<file path="config.mk">
export PLATFORM = sky130hd
export DESIGN_NAME = conv_ctrl
export DESIGN_NICKNAME = d
export VERILOG_FILES = /design/src/rtl/conv_pkg.sv /design/src/rtl/conv_timer_if.sv /design/src/rtl/conv_ctrl.sv /design/src/rtl/conv_dwell_timer.sv
export SDC_FILE = /design/constraint.sdc
export NUM_CORES = 1
export LEC_CHECK = 0
export ABC_AREA = 1
export BUFFER_PORTS_ARGS = -buffer_cell sky130_fd_sc_hd__buf_2
export CORE_MARGIN = 10
export CORE_UTILIZATION = 66
export DETAILED_ROUTE_END_ITERATION = 16
export GPL_TIMING_DRIVEN = 1
export PLACE_DENSITY = 0.83
export SLEW_MARGIN = 20
export SYNTH_ARGS = -nofsm -noshare
export SYNTH_HDL_FRONTEND = slang
export SYNTH_SLANG_ARGS = --single-unit
</file>
<file path="constraint.sdc">
create_clock -name clk -period 6.25 [get_ports clk]
set_clock_uncertainty 0.15 [all_clocks]
set_input_delay 0.625 -clock clk [delete_from_list [all_inputs] [get_ports clk]]
set_output_delay 0.625 -clock clk [all_outputs]
set_load 0.005 [all_outputs]
</file>
<file path="src/rtl/conv_pkg.sv">
// Purpose: shared constants and types for the converter control block
// Assumes: one 250 MHz clock
// Notes:   register offsets are byte addresses on the register port
package conv_pkg;
    localparam logic [7:0] SUPPLY_IRQ_EN_ADDR  = 8'h1c;
    localparam logic [7:0] CONV_CTRL_ADDR      = 8'h19;
    localparam logic [7:0] CONV_VOLT_ADDR      = 8'h1a;
    localparam logic [7:0] SUPPLY_IRQ_STAT_ADDR = 8'h62;

    localparam int IRQ_EN_CONV_BIT   = 5;
    localparam int IRQ_EN_BATT_O_BIT = 4;
    localparam int IRQ_EN_BATT_U_BIT = 3;
    localparam int IRQ_EN_EXT_O_BIT  = 2;
    localparam int IRQ_EN_EXT_U_BIT  = 1;
    localparam int IRQ_EN_MAIN_U_BIT = 0;
    localparam logic [7:0] IRQ_EN_WMASK = 8'h3f;
    localparam int CTRL_DERATE_BIT = 3;

    localparam logic [1:0] ONOFF_DEFAULT   = 2'h0;
    localparam logic [1:0] ONOFF_PASSTHRU  = 2'h3;
    localparam logic [3:0] VCODE_DEFAULT   = 4'h5;
    localparam logic [3:0] VCODE_FLOOR     = 4'h0;

    localparam int PWM_PERIOD_CYC   = 64;
    localparam int BOOT_EVERY_N     = 32;
    localparam int BOOT_SLOT_CYC    = PWM_PERIOD_CYC / 4;
    localparam int SOFTSTART_STEP   = 4;
    localparam int RAMP_STEP_CYC    = 8;

    localparam int DWELL_TIME_US    = 10;
    localparam int ENTRY_TIME_US    = 10;
    localparam int CLK_MHZ          = 250;
    localparam int DWELL_CYC        = DWELL_TIME_US * CLK_MHZ;
    localparam int ENTRY_CYC        = ENTRY_TIME_US * CLK_MHZ;

    typedef enum logic [2:0] {
        OPM_OFF, OPM_FORCED_NORMAL, OPM_STANDBY, OPM_NORMAL,
        OPM_SLEEP, OPM_RESET, OPM_OVERLOAD, OPM_FAIL_SAFE
    } opmode_e;

    typedef enum logic [1:0] {SW_BUCK, SW_BOOST, SW_AUTO} sw_kind_e;
endpackage

</file>
<file path="src/rtl/conv_timer_if.sv">
// Purpose: start/expiry pair between the control and its timer
// Assumes: single clock domain
// Notes:   start is a one-cycle pulse
`timescale 1ns/100ps
`default_nettype none
interface conv_timer_if;
    logic start;
    logic expired;
    modport ctrl  (output start, input expired);
    modport timer (input start, output expired);
endinterface
`default_nettype wire

</file>
<file path="src/rtl/conv_ctrl.sv">
// Purpose: converter switch sequencing, pass-through control, supply irq enables
// Assumes: comparator inputs synchronous to clk; register port is byte-wide
// Notes:   analog stage, regulators and voltage table live elsewhere
`timescale 1ns/100ps
`default_nettype none
module conv_ctrl
    import conv_pkg::*;
#(
    parameter int DWELL_COUNT = conv_pkg::DWELL_CYC,
    parameter int ENTRY_COUNT = conv_pkg::ENTRY_CYC
) (
    input  wire logic             clk,
    input  wire logic             rst,
    input  wire conv_pkg::opmode_e opmode,
    input  wire logic             reg_wr,
    input  wire logic             reg_rd,
    input  wire logic [7:0]       reg_addr,
    input  wire logic [7:0]       reg_wdata,
    output logic      [7:0]       reg_rdata,
    input  wire logic             in_above_out,
    input  wire logic             in_near_out,
    input  wire logic             in_under,
    input  wire logic             in_over,
    input  wire logic             overtemp_warn,
    input  wire logic             overcurrent,
    input  wire logic             out_in_window,
    input  wire logic             out_above_set,
    input  wire logic             boot_low,
    output logic                  sw_s1,
    output logic                  sw_s2,
    output logic                  sw_s3,
    output logic                  sw_s4,
    output logic                  conv_on,
    output logic                  passthru_active,
    output logic      [3:0]       conv_voltage_code,
    output logic                  conv_thermal_derate,
    output logic                  conv_status_irq
);
    import conv_pkg::*;

    typedef enum logic [2:0] {PT_SWITCH, PT_RAMP, PT_HOLD, PT_SETTLE} pt_state_e;

    function automatic logic onoff_runs(input logic [1:0] c, input opmode_e m);
        onoff_runs = (c == ONOFF_PASSTHRU) || (m != OPM_SLEEP) || (c == 2'h1);
    endfunction

    logic [1:0] conv_onoff_ctrl_q;
    logic [3:0] conv_voltage_code_q;
    logic       conv_thermal_derate_q;
    logic       conv_status_flag_q, conv_status_irq_flag_q;
    logic [5:0] irq_en_q;
    opmode_e    mode_q;
    pt_state_e  pt_q;
    logic [5:0] pwm_q;
    logic [4:0] period_cnt_q;
    logic       boot_slot_q;
    logic [5:0] duty_q;
    logic [5:0] ss_limit_q;
    logic [7:0] ramp_div_q;
    logic [7:0] rdata_q;
    logic       s1_q, s2_q, s3_q, s4_q, on_q, pt_out_q, irq_q;
    logic [3:0] code_eff_q;

    conv_timer_if dwell_if();
    conv_timer_if entry_if();
    conv_dwell_timer #(.COUNT(DWELL_COUNT)) u_dwell (.clk(clk), .rst(rst), .tif(dwell_if));
    conv_dwell_timer #(.COUNT(ENTRY_COUNT)) u_entry (.clk(clk), .rst(rst), .tif(entry_if));

    // mode decode
    wire mode_change  = (opmode != mode_q);
    wire forced_norm  = (opmode == OPM_FORCED_NORMAL);
    wire user_mode    = (opmode == OPM_STANDBY) || (opmode == OPM_NORMAL) ||
                        (opmode == OPM_SLEEP);
    wire fixed_mode   = (opmode == OPM_OFF) || (opmode == OPM_RESET) ||
                        (opmode == OPM_OVERLOAD) || (opmode == OPM_FAIL_SAFE);
    wire fixed_on     = (opmode == OPM_RESET) || (opmode == OPM_FAIL_SAFE) ||
                        forced_norm;
    wire conv_run     = user_mode ? onoff_runs(conv_onoff_ctrl_q, opmode)
                                  : fixed_on;
    wire pt_request   = user_mode && (conv_onoff_ctrl_q == ONOFF_PASSTHRU);
    wire in_ok        = !in_under && !in_over;
    // overcurrent cannot be seen while switching; it only counts once holding
    wire pt_enter_ok  = pt_request && in_ok;
    wire pt_ramp_exit = !pt_request || !in_ok || overtemp_warn;
    wire pt_exit      = !pt_request || !in_ok || overtemp_warn || overcurrent;

    // register decode; converter registers hidden in forced-normal
    wire wr_ok        = reg_wr && !forced_norm;
    wire wr_ctrl      = wr_ok && (reg_addr == CONV_CTRL_ADDR);
    wire wr_volt      = wr_ok && (reg_addr == CONV_VOLT_ADDR);
    wire wr_en        = wr_ok && (reg_addr == SUPPLY_IRQ_EN_ADDR);
    wire wr_stat      = wr_ok && (reg_addr == SUPPLY_IRQ_STAT_ADDR);

    logic [7:0] rd_mux;
    always_comb begin
        rd_mux = 8'h00;
        if (!forced_norm) begin
            case (reg_addr)
                CONV_CTRL_ADDR:       rd_mux = {4'h0, conv_thermal_derate_q, 1'b0,
                                                conv_onoff_ctrl_q};
                CONV_VOLT_ADDR:       rd_mux = {4'h0, conv_voltage_code_q};
                SUPPLY_IRQ_EN_ADDR:   rd_mux = {2'b00, irq_en_q};
                SUPPLY_IRQ_STAT_ADDR: rd_mux = {2'b00, conv_status_irq_flag_q, 5'h00};
                default:              rd_mux = 8'h00;
            endcase
        end
    end

    // status flag: in window and not in pass-through
    wire status_now   = out_in_window && (pt_q == PT_SWITCH) && conv_run;
    wire status_chg   = status_now != conv_status_flag_q;
    wire stat_clr     = wr_stat && reg_wdata[IRQ_EN_CONV_BIT];

    always_ff @(posedge clk or posedge rst) begin
        if (rst) begin
            mode_q <= OPM_OFF;
        end else begin
            mode_q <= opmode;
        end
    end

    // control/config registers with per-mode reload
    always_ff @(posedge clk or posedge rst) begin
        if (rst) begin
            conv_onoff_ctrl_q     <= ONOFF_DEFAULT;
            conv_voltage_code_q   <= VCODE_DEFAULT;
            conv_thermal_derate_q <= 1'b0;
            irq_en_q              <= 6'h00;
        end else if (mode_change && (fixed_mode || forced_norm)) begin
            conv_onoff_ctrl_q     <= ONOFF_DEFAULT;
            conv_voltage_code_q   <= VCODE_DEFAULT;
            conv_thermal_derate_q <= 1'b0;
            if (opmode == OPM_FAIL_SAFE || opmode == OPM_OFF || forced_norm) begin
                irq_en_q[IRQ_EN_CONV_BIT] <= 1'b0;
            end
        end else if (mode_change && opmode == OPM_SLEEP) begin
            conv_voltage_code_q <= VCODE_DEFAULT;
        end else begin
            if (wr_ctrl) begin
                conv_onoff_ctrl_q     <= reg_wdata[1:0];
                conv_thermal_derate_q <= reg_wdata[CTRL_DERATE_BIT];
            end
            if (wr_volt) begin
                conv_voltage_code_q <= reg_wdata[3:0];
            end
            if (wr_en) begin
                irq_en_q <= reg_wdata[5:0] & IRQ_EN_WMASK[5:0];
            end
        end
    end

    // status flag and pending flag; a change beats a clear
    always_ff @(posedge clk or posedge rst) begin
        if (rst) begin
            conv_status_flag_q     <= 1'b0;
            conv_status_irq_flag_q <= 1'b0;
        end else if (mode_change && (opmode == OPM_OFF || opmode == OPM_FAIL_SAFE ||
                                     forced_norm)) begin
            conv_status_flag_q     <= 1'b0;
            conv_status_irq_flag_q <= 1'b0;
        end else begin
            conv_status_flag_q <= status_now;
            if (status_chg) begin
                conv_status_irq_flag_q <= 1'b1;
            end else if (stat_clr) begin
                conv_status_irq_flag_q <= 1'b0;
            end
        end
    end

    // pass-through sequencing
    assign dwell_if.start = (pt_q == PT_SETTLE) && !out_above_set;
    assign entry_if.start = (pt_q == PT_SWITCH) && conv_run && pt_enter_ok &&
                            dwell_if.expired;
    always_ff @(posedge clk or posedge rst) begin
        if (rst) begin
            pt_q <= PT_SWITCH;
        end else begin
            case (pt_q)
                PT_SWITCH: if (entry_if.start) pt_q <= PT_RAMP;
                PT_RAMP: begin
                    if (pt_ramp_exit) begin
                        pt_q <= PT_SETTLE;
                    end else if (duty_q == 6'(PWM_PERIOD_CYC - 1) && entry_if.expired) begin
                        pt_q <= PT_HOLD;
                    end
                end
                PT_HOLD:   if (pt_exit) pt_q <= PT_SETTLE;
                PT_SETTLE: if (!out_above_set) pt_q <= PT_SWITCH;
                default:   pt_q <= PT_SWITCH;
            endcase
        end
    end

    // pwm, bootstrap slot, duty and soft-start
    wire pwm_wrap = (pwm_q == 6'(PWM_PERIOD_CYC - 1));
    wire boot_end = boot_slot_q && (pwm_q == 6'(BOOT_SLOT_CYC - 1));
    wire ramp_tick = (ramp_div_q == 8'(RAMP_STEP_CYC - 1));
    always_ff @(posedge clk or posedge rst) begin
        if (rst) begin
            pwm_q <= 6'h00;
            period_cnt_q <= 5'h00;
            boot_slot_q <= 1'b0;
            ramp_div_q <= 8'h00;
        end else begin
            ramp_div_q <= ramp_tick ? 8'h00 : ramp_div_q + 8'h01;
            if (boot_end) begin
                pwm_q <= 6'h00;
                boot_slot_q <= 1'b0;
            end else begin
                pwm_q <= pwm_wrap ? 6'h00 : pwm_q + 6'h01;
            end
            if (pwm_wrap && !boot_slot_q) begin
                period_cnt_q <= period_cnt_q + 5'h01;
                // slot after each 32nd period in switching; in hold only if boot_low at the 32nd period
                if (pt_q == PT_HOLD) begin
                    boot_slot_q <= boot_low && (period_cnt_q == 5'(BOOT_EVERY_N - 1));
                end else begin
                    boot_slot_q <= (period_cnt_q == 5'(BOOT_EVERY_N - 1));
                end
            end
        end
    end

    always_ff @(posedge clk or posedge rst) begin
        if (rst) begin
            ss_limit_q <= 6'h00;
            duty_q     <= 6'h00;
        end else if (!conv_run) begin
            ss_limit_q <= 6'h00;
            duty_q     <= 6'h00;
        end else begin
            if (ramp_tick && ss_limit_q < 6'(PWM_PERIOD_CYC - SOFTSTART_STEP)) begin
                ss_limit_q <= ss_limit_q + 6'(SOFTSTART_STEP);
            end
            if (pt_q == PT_RAMP && ramp_tick && duty_q != 6'(PWM_PERIOD_CYC - 1)) begin
                duty_q <= duty_q + 6'h01;
            end else if (pt_q == PT_SWITCH) begin
                duty_q <= ss_limit_q >> 1;
            end
        end
    end

    // switch pattern
    wire [3:0] code_eff = (conv_thermal_derate_q && overtemp_warn) ? VCODE_FLOOR
                                                                   : conv_voltage_code_q;
    wire       pwm_hi   = pwm_q < duty_q;
    sw_kind_e  kind;
    assign kind = in_near_out ? SW_AUTO : (in_above_out ? SW_BUCK : SW_BOOST);
    logic [3:0] sw_d;
    always_comb begin
        sw_d = 4'h0;
        if (!conv_run || pt_q == PT_SETTLE) begin
            sw_d = 4'h0;
        end else if (boot_slot_q) begin
            sw_d = 4'b1010;
        end else if (pt_q == PT_HOLD) begin
            sw_d = 4'b0101;
        end else begin
            case (kind)
                SW_BUCK:  sw_d = {1'b0, 1'b1, !pwm_hi, pwm_hi};
                SW_BOOST: sw_d = {!pwm_hi, pwm_hi, 1'b0, 1'b1};
                SW_AUTO:  sw_d = {pwm_hi, !pwm_hi, !pwm_hi, pwm_hi};
                default:  sw_d = 4'h0;
            endcase
        end
    end

    // sw_d bit order {s4, s3, s2, s1}; boot slot closes s2 and s4 to ground
    always_ff @(posedge clk or posedge rst) begin
        if (rst) begin
            {s4_q, s3_q, s2_q, s1_q} <= 4'h0;
            on_q <= 1'b0;
            pt_out_q <= 1'b0;
            irq_q <= 1'b0;
            rdata_q <= 8'h00;
        end else begin
            {s4_q, s3_q, s2_q, s1_q} <= sw_d;
            on_q <= conv_run;
            pt_out_q <= (pt_q == PT_HOLD);
            irq_q <= conv_status_irq_flag_q && irq_en_q[IRQ_EN_CONV_BIT];
            if (reg_rd) rdata_q <= rd_mux;
        end
    end

    assign sw_s1 = s1_q;
    assign sw_s2 = s2_q;
    assign sw_s3 = s3_q;
    assign sw_s4 = s4_q;
    assign conv_on = on_q;
    assign passthru_active = pt_out_q;
    assign conv_voltage_code = code_eff_q;
    assign conv_thermal_derate = conv_thermal_derate_q;
    assign conv_status_irq = irq_q;
    assign reg_rdata = rdata_q;

    always_ff @(posedge clk or posedge rst) begin
        if (rst) code_eff_q <= VCODE_DEFAULT;
        else code_eff_q <= code_eff;
    end
endmodule
`default_nettype wire

</file>
<file path="src/rtl/conv_dwell_timer.sv">
// Purpose: restartable down counter for dwell and entry times
// Assumes: start restarts the count
// Notes:   expired holds until the next start
`timescale 1ns/100ps
`default_nettype none
module conv_dwell_timer #(
    parameter int COUNT = 2500
) (
    input  wire logic   clk,
    input  wire logic   rst,
    conv_timer_if.timer tif
);
    logic [31:0] cnt_q;
    logic        exp_q;
    assign tif.expired = exp_q;

    always_ff @(posedge clk or posedge rst) begin
        if (rst) begin
            cnt_q <= 32'h0;
            exp_q <= 1'b1;
        end else if (tif.start) begin
            cnt_q <= 32'(COUNT - 1);
            exp_q <= 1'b0;
        end else if (cnt_q != 32'h0) begin
            cnt_q <= cnt_q - 32'h1;
        end else begin
            exp_q <= 1'b1;
        end
    end
endmodule
`default_nettype wire

</file>
==> flow_summary.json <==
{
  "status": "completed",
  "fill_cells": 887,
  "die-area_sq_um": 16410,
  "end_kind": "flip-flop",
  "place_congestion": 0.9380,
  "rows": 39,
  "r2r_slack_ps": 3390,
  "leakagePower_nw": 4.558,
  "finalSetupTns_ps": 0,
  "grt_antenna_before_repair": 0,
  "worstMarginPinSlew_ps": 905.6,
  "port_buffers": 47,
  "h-tree-depth": 4,
  "root_buffer": "clkbuf_16",
  "fin_crit_ps": 2862,
  "grt_usage": 0.2188,
  "routed_wl_microns": 17520,
  "yosysWarningCount": 0,
  "drive_gt1_frac": 0.1224,
  "cts_tree": "done",
  "ys_ff_latch": 133,
  "cp.required_ps": 6460,
  "setup_viol": 0,
  "drtIter0Drc": 509,
  "path_max_fanout": 23,
  "die_h_microns": 128.1,
  "slowest_delay_ps": 680,
  "cts_resized": 0,
  "grt_overflow": 0,
  "relSlewSlack": 0.3941,
  "synth_cells": 1019,
  "clkTransAtPathRegs_ps": 60,
  "io_pins": 52,
  "nets": 1126,
  "cts_buffers": 17,
  "rsz0062_at_grt": "false",
  "synth_edf_count": 0,
  "grt_max_degree": 72,
  "via_count": 6643,
  "whs_ps": 130.5,
  "startpoint_type": "flip-flop",
  "maxCapViolCount": 0,
  "drc_errors": 0,
  "async_flop_share": 1.000,
  "ant_nets": 0,
  "netlist_area_sq_um": 7714,
  "grt_pass1_wl_microns": 29370,
  "p_per_area_nw_per_um2": 277.2,
  "wire_per_inst_microns": 14.24,
  "dr.pass1.iters": 5,
  "critical_path_class": "reg2reg",
  "cp.arrival_ps": 3070,
  "seq_area_frac_synth": 0.4324,
  "syn_to_final_growth_pct": 11.79,
  "clkLatencyLatePin_ps": 440,
  "synth.avg_cell_area_sq_um": 7.570,
  "grt_pass1_vias": 6303,
  "die_w_microns": 128.1,
  "fin_crit_sh": 0.4579,
  "hold_path.class": "in2async",
  "core-area_sq_um": 11420,
  "clock.fmax_mhz": 349.4,
  "final_max_slew_viol_count": 0,
  "ys.flop_type": "dfrtp_1",
  "cts.path.max_buffers": 2,
  "antenna_cells": 0,
  "fin_ws_ps": 3388,
  "path_cells": "ha_1, inv_1, nor2_1, inv_1, nand2_4, clkinv_4, nor2_1",
  "post_cts_buffers": 0,
  "dp_hpwl_microns": 12260,
  "hold_violations": 0,
  "critPathSlowestCell": "nor2_1",
  "hold_buffers": 0,
  "vias_per_cell": 5.401,
  "clock_sinks": 133,
  "ir_worst_vdd_v": 0.0002449,
  "initial_core_util": 0.6755,
  "netlist-cell-type-count": 50,
  "dp_slack_ps": 3320,
  "rr_worst_depth": 7
}
[logic make-up (layout without fill, tap and decap cells)]
| family | count (synthesis) | after routing | share of synthesized area |
|---|---|---|---|
| AND/OR/NAND/NOR | 602 | 602 | 0.3487 |
| buffers and inverters | 141 | 208 | 0.07607 |
| flip-flops | 133 | 133 | 0.4324 |
| AO/OA/AOI/OAI | 81 | 81 | 0.06261 |
| XOR/XNOR | 39 | 39 | 0.04428 |
| adder cells (fa/ha/maj) | 20 | 20 | 0.03244 |
| multiplexers | 2 | 2 | 0.002920 |
| other | 1 | 2 | 0.0004862 |
[cells in the mapped netlist (2+ instances only)]
master | n | area (sq um)
ha_1 | 20 | 250.2
buf_2 | 3 | 15.01
nor2_1 | 183 | 686.9
nand3_1 | 104 | 520.5
or2_2 | 3 | 18.77
nor3_1 | 16 | 80.08
nor2_2 | 19 | 118.9
o211ai_1 | 6 | 45.04
o21ai_0 | 33 | 165.2
a31oi_1 | 2 | 12.51
nand3_2 | 4 | 40.04
buf_6 | 3 | 33.78
a21boi_0 | 4 | 30.03
buf_4 | 2 | 15.01
nand4_1 | 18 | 112.6
clkbuf_1 | 4 | 15.01
inv_1 | 122 | 457.9
inv_2 | 3 | 11.26
xor2_1 | 23 | 201.4
o21ai_1 | 4 | 20.02
dfstp_2 | 6 | 157.7
mux2_2 | 2 | 22.52
o22ai_1 | 2 | 12.51
nor2_4 | 3 | 33.78
o21bai_1 | 16 | 120.1
and2_1 | 4 | 25.02
nor2_8 | 2 | 40.04
dfrtp_1 | 127 | 3178
nor3_2 | 2 | 20.02
nand2_2 | 3 | 18.77
a21oi_1 | 11 | 55.05
xnor2_1 | 16 | 140.1
nand2_1 | 231 | 867.1
nand4_2 | 2 | 25.02
[registers in the layout (all words and copies together), names as in the netlist, 5 cells and up]
| name | cells |
|---|---|
| duty_q | 6 |
| irq_en_q | 6 |
| period_cnt_q | 5 |
| pwm_q | 6 |
| ramp_div_q | 8 |
| reg_rdata | 6 |
| u_dwell.cnt_q | 32 |
| u_entry.cnt_q | 32 |
[routing by layer]
layer,part of all wire,track usage
met1,0.44,0.2801
met2,0.49,0.3503
met3,0.055,0.05831
met4,0.015,0.07616
met5,0,0
[critical path, delay by kind of cell (launching register included)]
family                     cells  cell delay (ps)
and+or+nand+nor                3             1090
DFF                            1              420
buffers and inverters          3              890
adders and majority gates      1              210
[where the power goes]
part | leakage (nW) | internal [mW] | total (mW) | switching (mW)
clock | 0.284 | 0.597 | 0.983 | 0.386
sequential | 1.74 | 0.932 | 0.995 | 0.0629
combinational | 2.53 | 0.144 | 0.412 | 0.268
total | 4.56 | 1.67 | 2.39 | 0.717
[cell usage in the layout (no fill, tap or decap), drive strengths merged, types with 4 or more instances in the layout]
| cell | count |
|---|---|
| a21boi | 4 |
| a21oi | 11 |
| and2 | 4 |
| buf | 48 |
| clkbuf | 20 |
| clkinv | 10 |
| dfrtp | 127 |
| dfstp | 6 |
| ha | 20 |
| inv | 127 |
| nand2 | 235 |
| nand3 | 108 |
| nand4 | 21 |
| nor2 | 207 |
| nor3 | 19 |
| o211ai | 6 |
| o21ai | 37 |
| o21bai | 16 |
| or2 | 4 |
| xnor2 | 16 |
| xor2 | 23 |
[cell type report]
cell class | instances | area [sq um] | area share
clock inverter | 12 | 131.4 | 0.01524
clock buffer | 20 | 446.7 | 0.05180
multi-input combinational | 746 | 3795 | 0.4401
sequential | 133 | 3336 | 0.3868
tap | 143 | 178.9 | 0.02075
timing repair buffer | 48 | 242.7 | 0.02815
inverter | 128 | 493.0 | 0.05717
[through the flow]
step / area (sq um) / std cells / power (mW) / util
global placement: 8045 / 1198 / 1.396 / 0.7046
finish: 8623 / 1230 / 2.390 / 0.7552
detailed placement: 8045 / 1198 / 1.413 / 0.7046
floorplan: 7717 / 1020 / 1.302 / -
CTS: 8623 / 1230 / 2.401 / 0.7552
global route: 8623 / 1230 / 2.509 / 0.7552
[worst paths after layout]
| path | from | endpoint |
|---|---|---|
| worst max-delay path | pt_q[0]$_DFFE_PP0P_ | u_dwell.cnt_q[28]$_DFFE_PP0P_ |
| worst min-delay path | rst | u_dwell.cnt_q[17]$_DFFE_PP0P_ |
| worst max register to register | pt_q[0]$_DFFE_PP0P_ | u_dwell.cnt_q[28]$_DFFE_PP0P_ |
| worst min register to register | ramp_div_q[0]$_DFF_PP0_ | ramp_div_q[0]$_DFF_PP0_ |
| max in group asynchronous | rst | u_entry.cnt_q[19]$_DFFE_PP0P_ |
| min in group clk | opmode[1] | mode_q[1]$_DFF_PP0_ |
No activity file was read; power rests on OpenSTA's default activity.
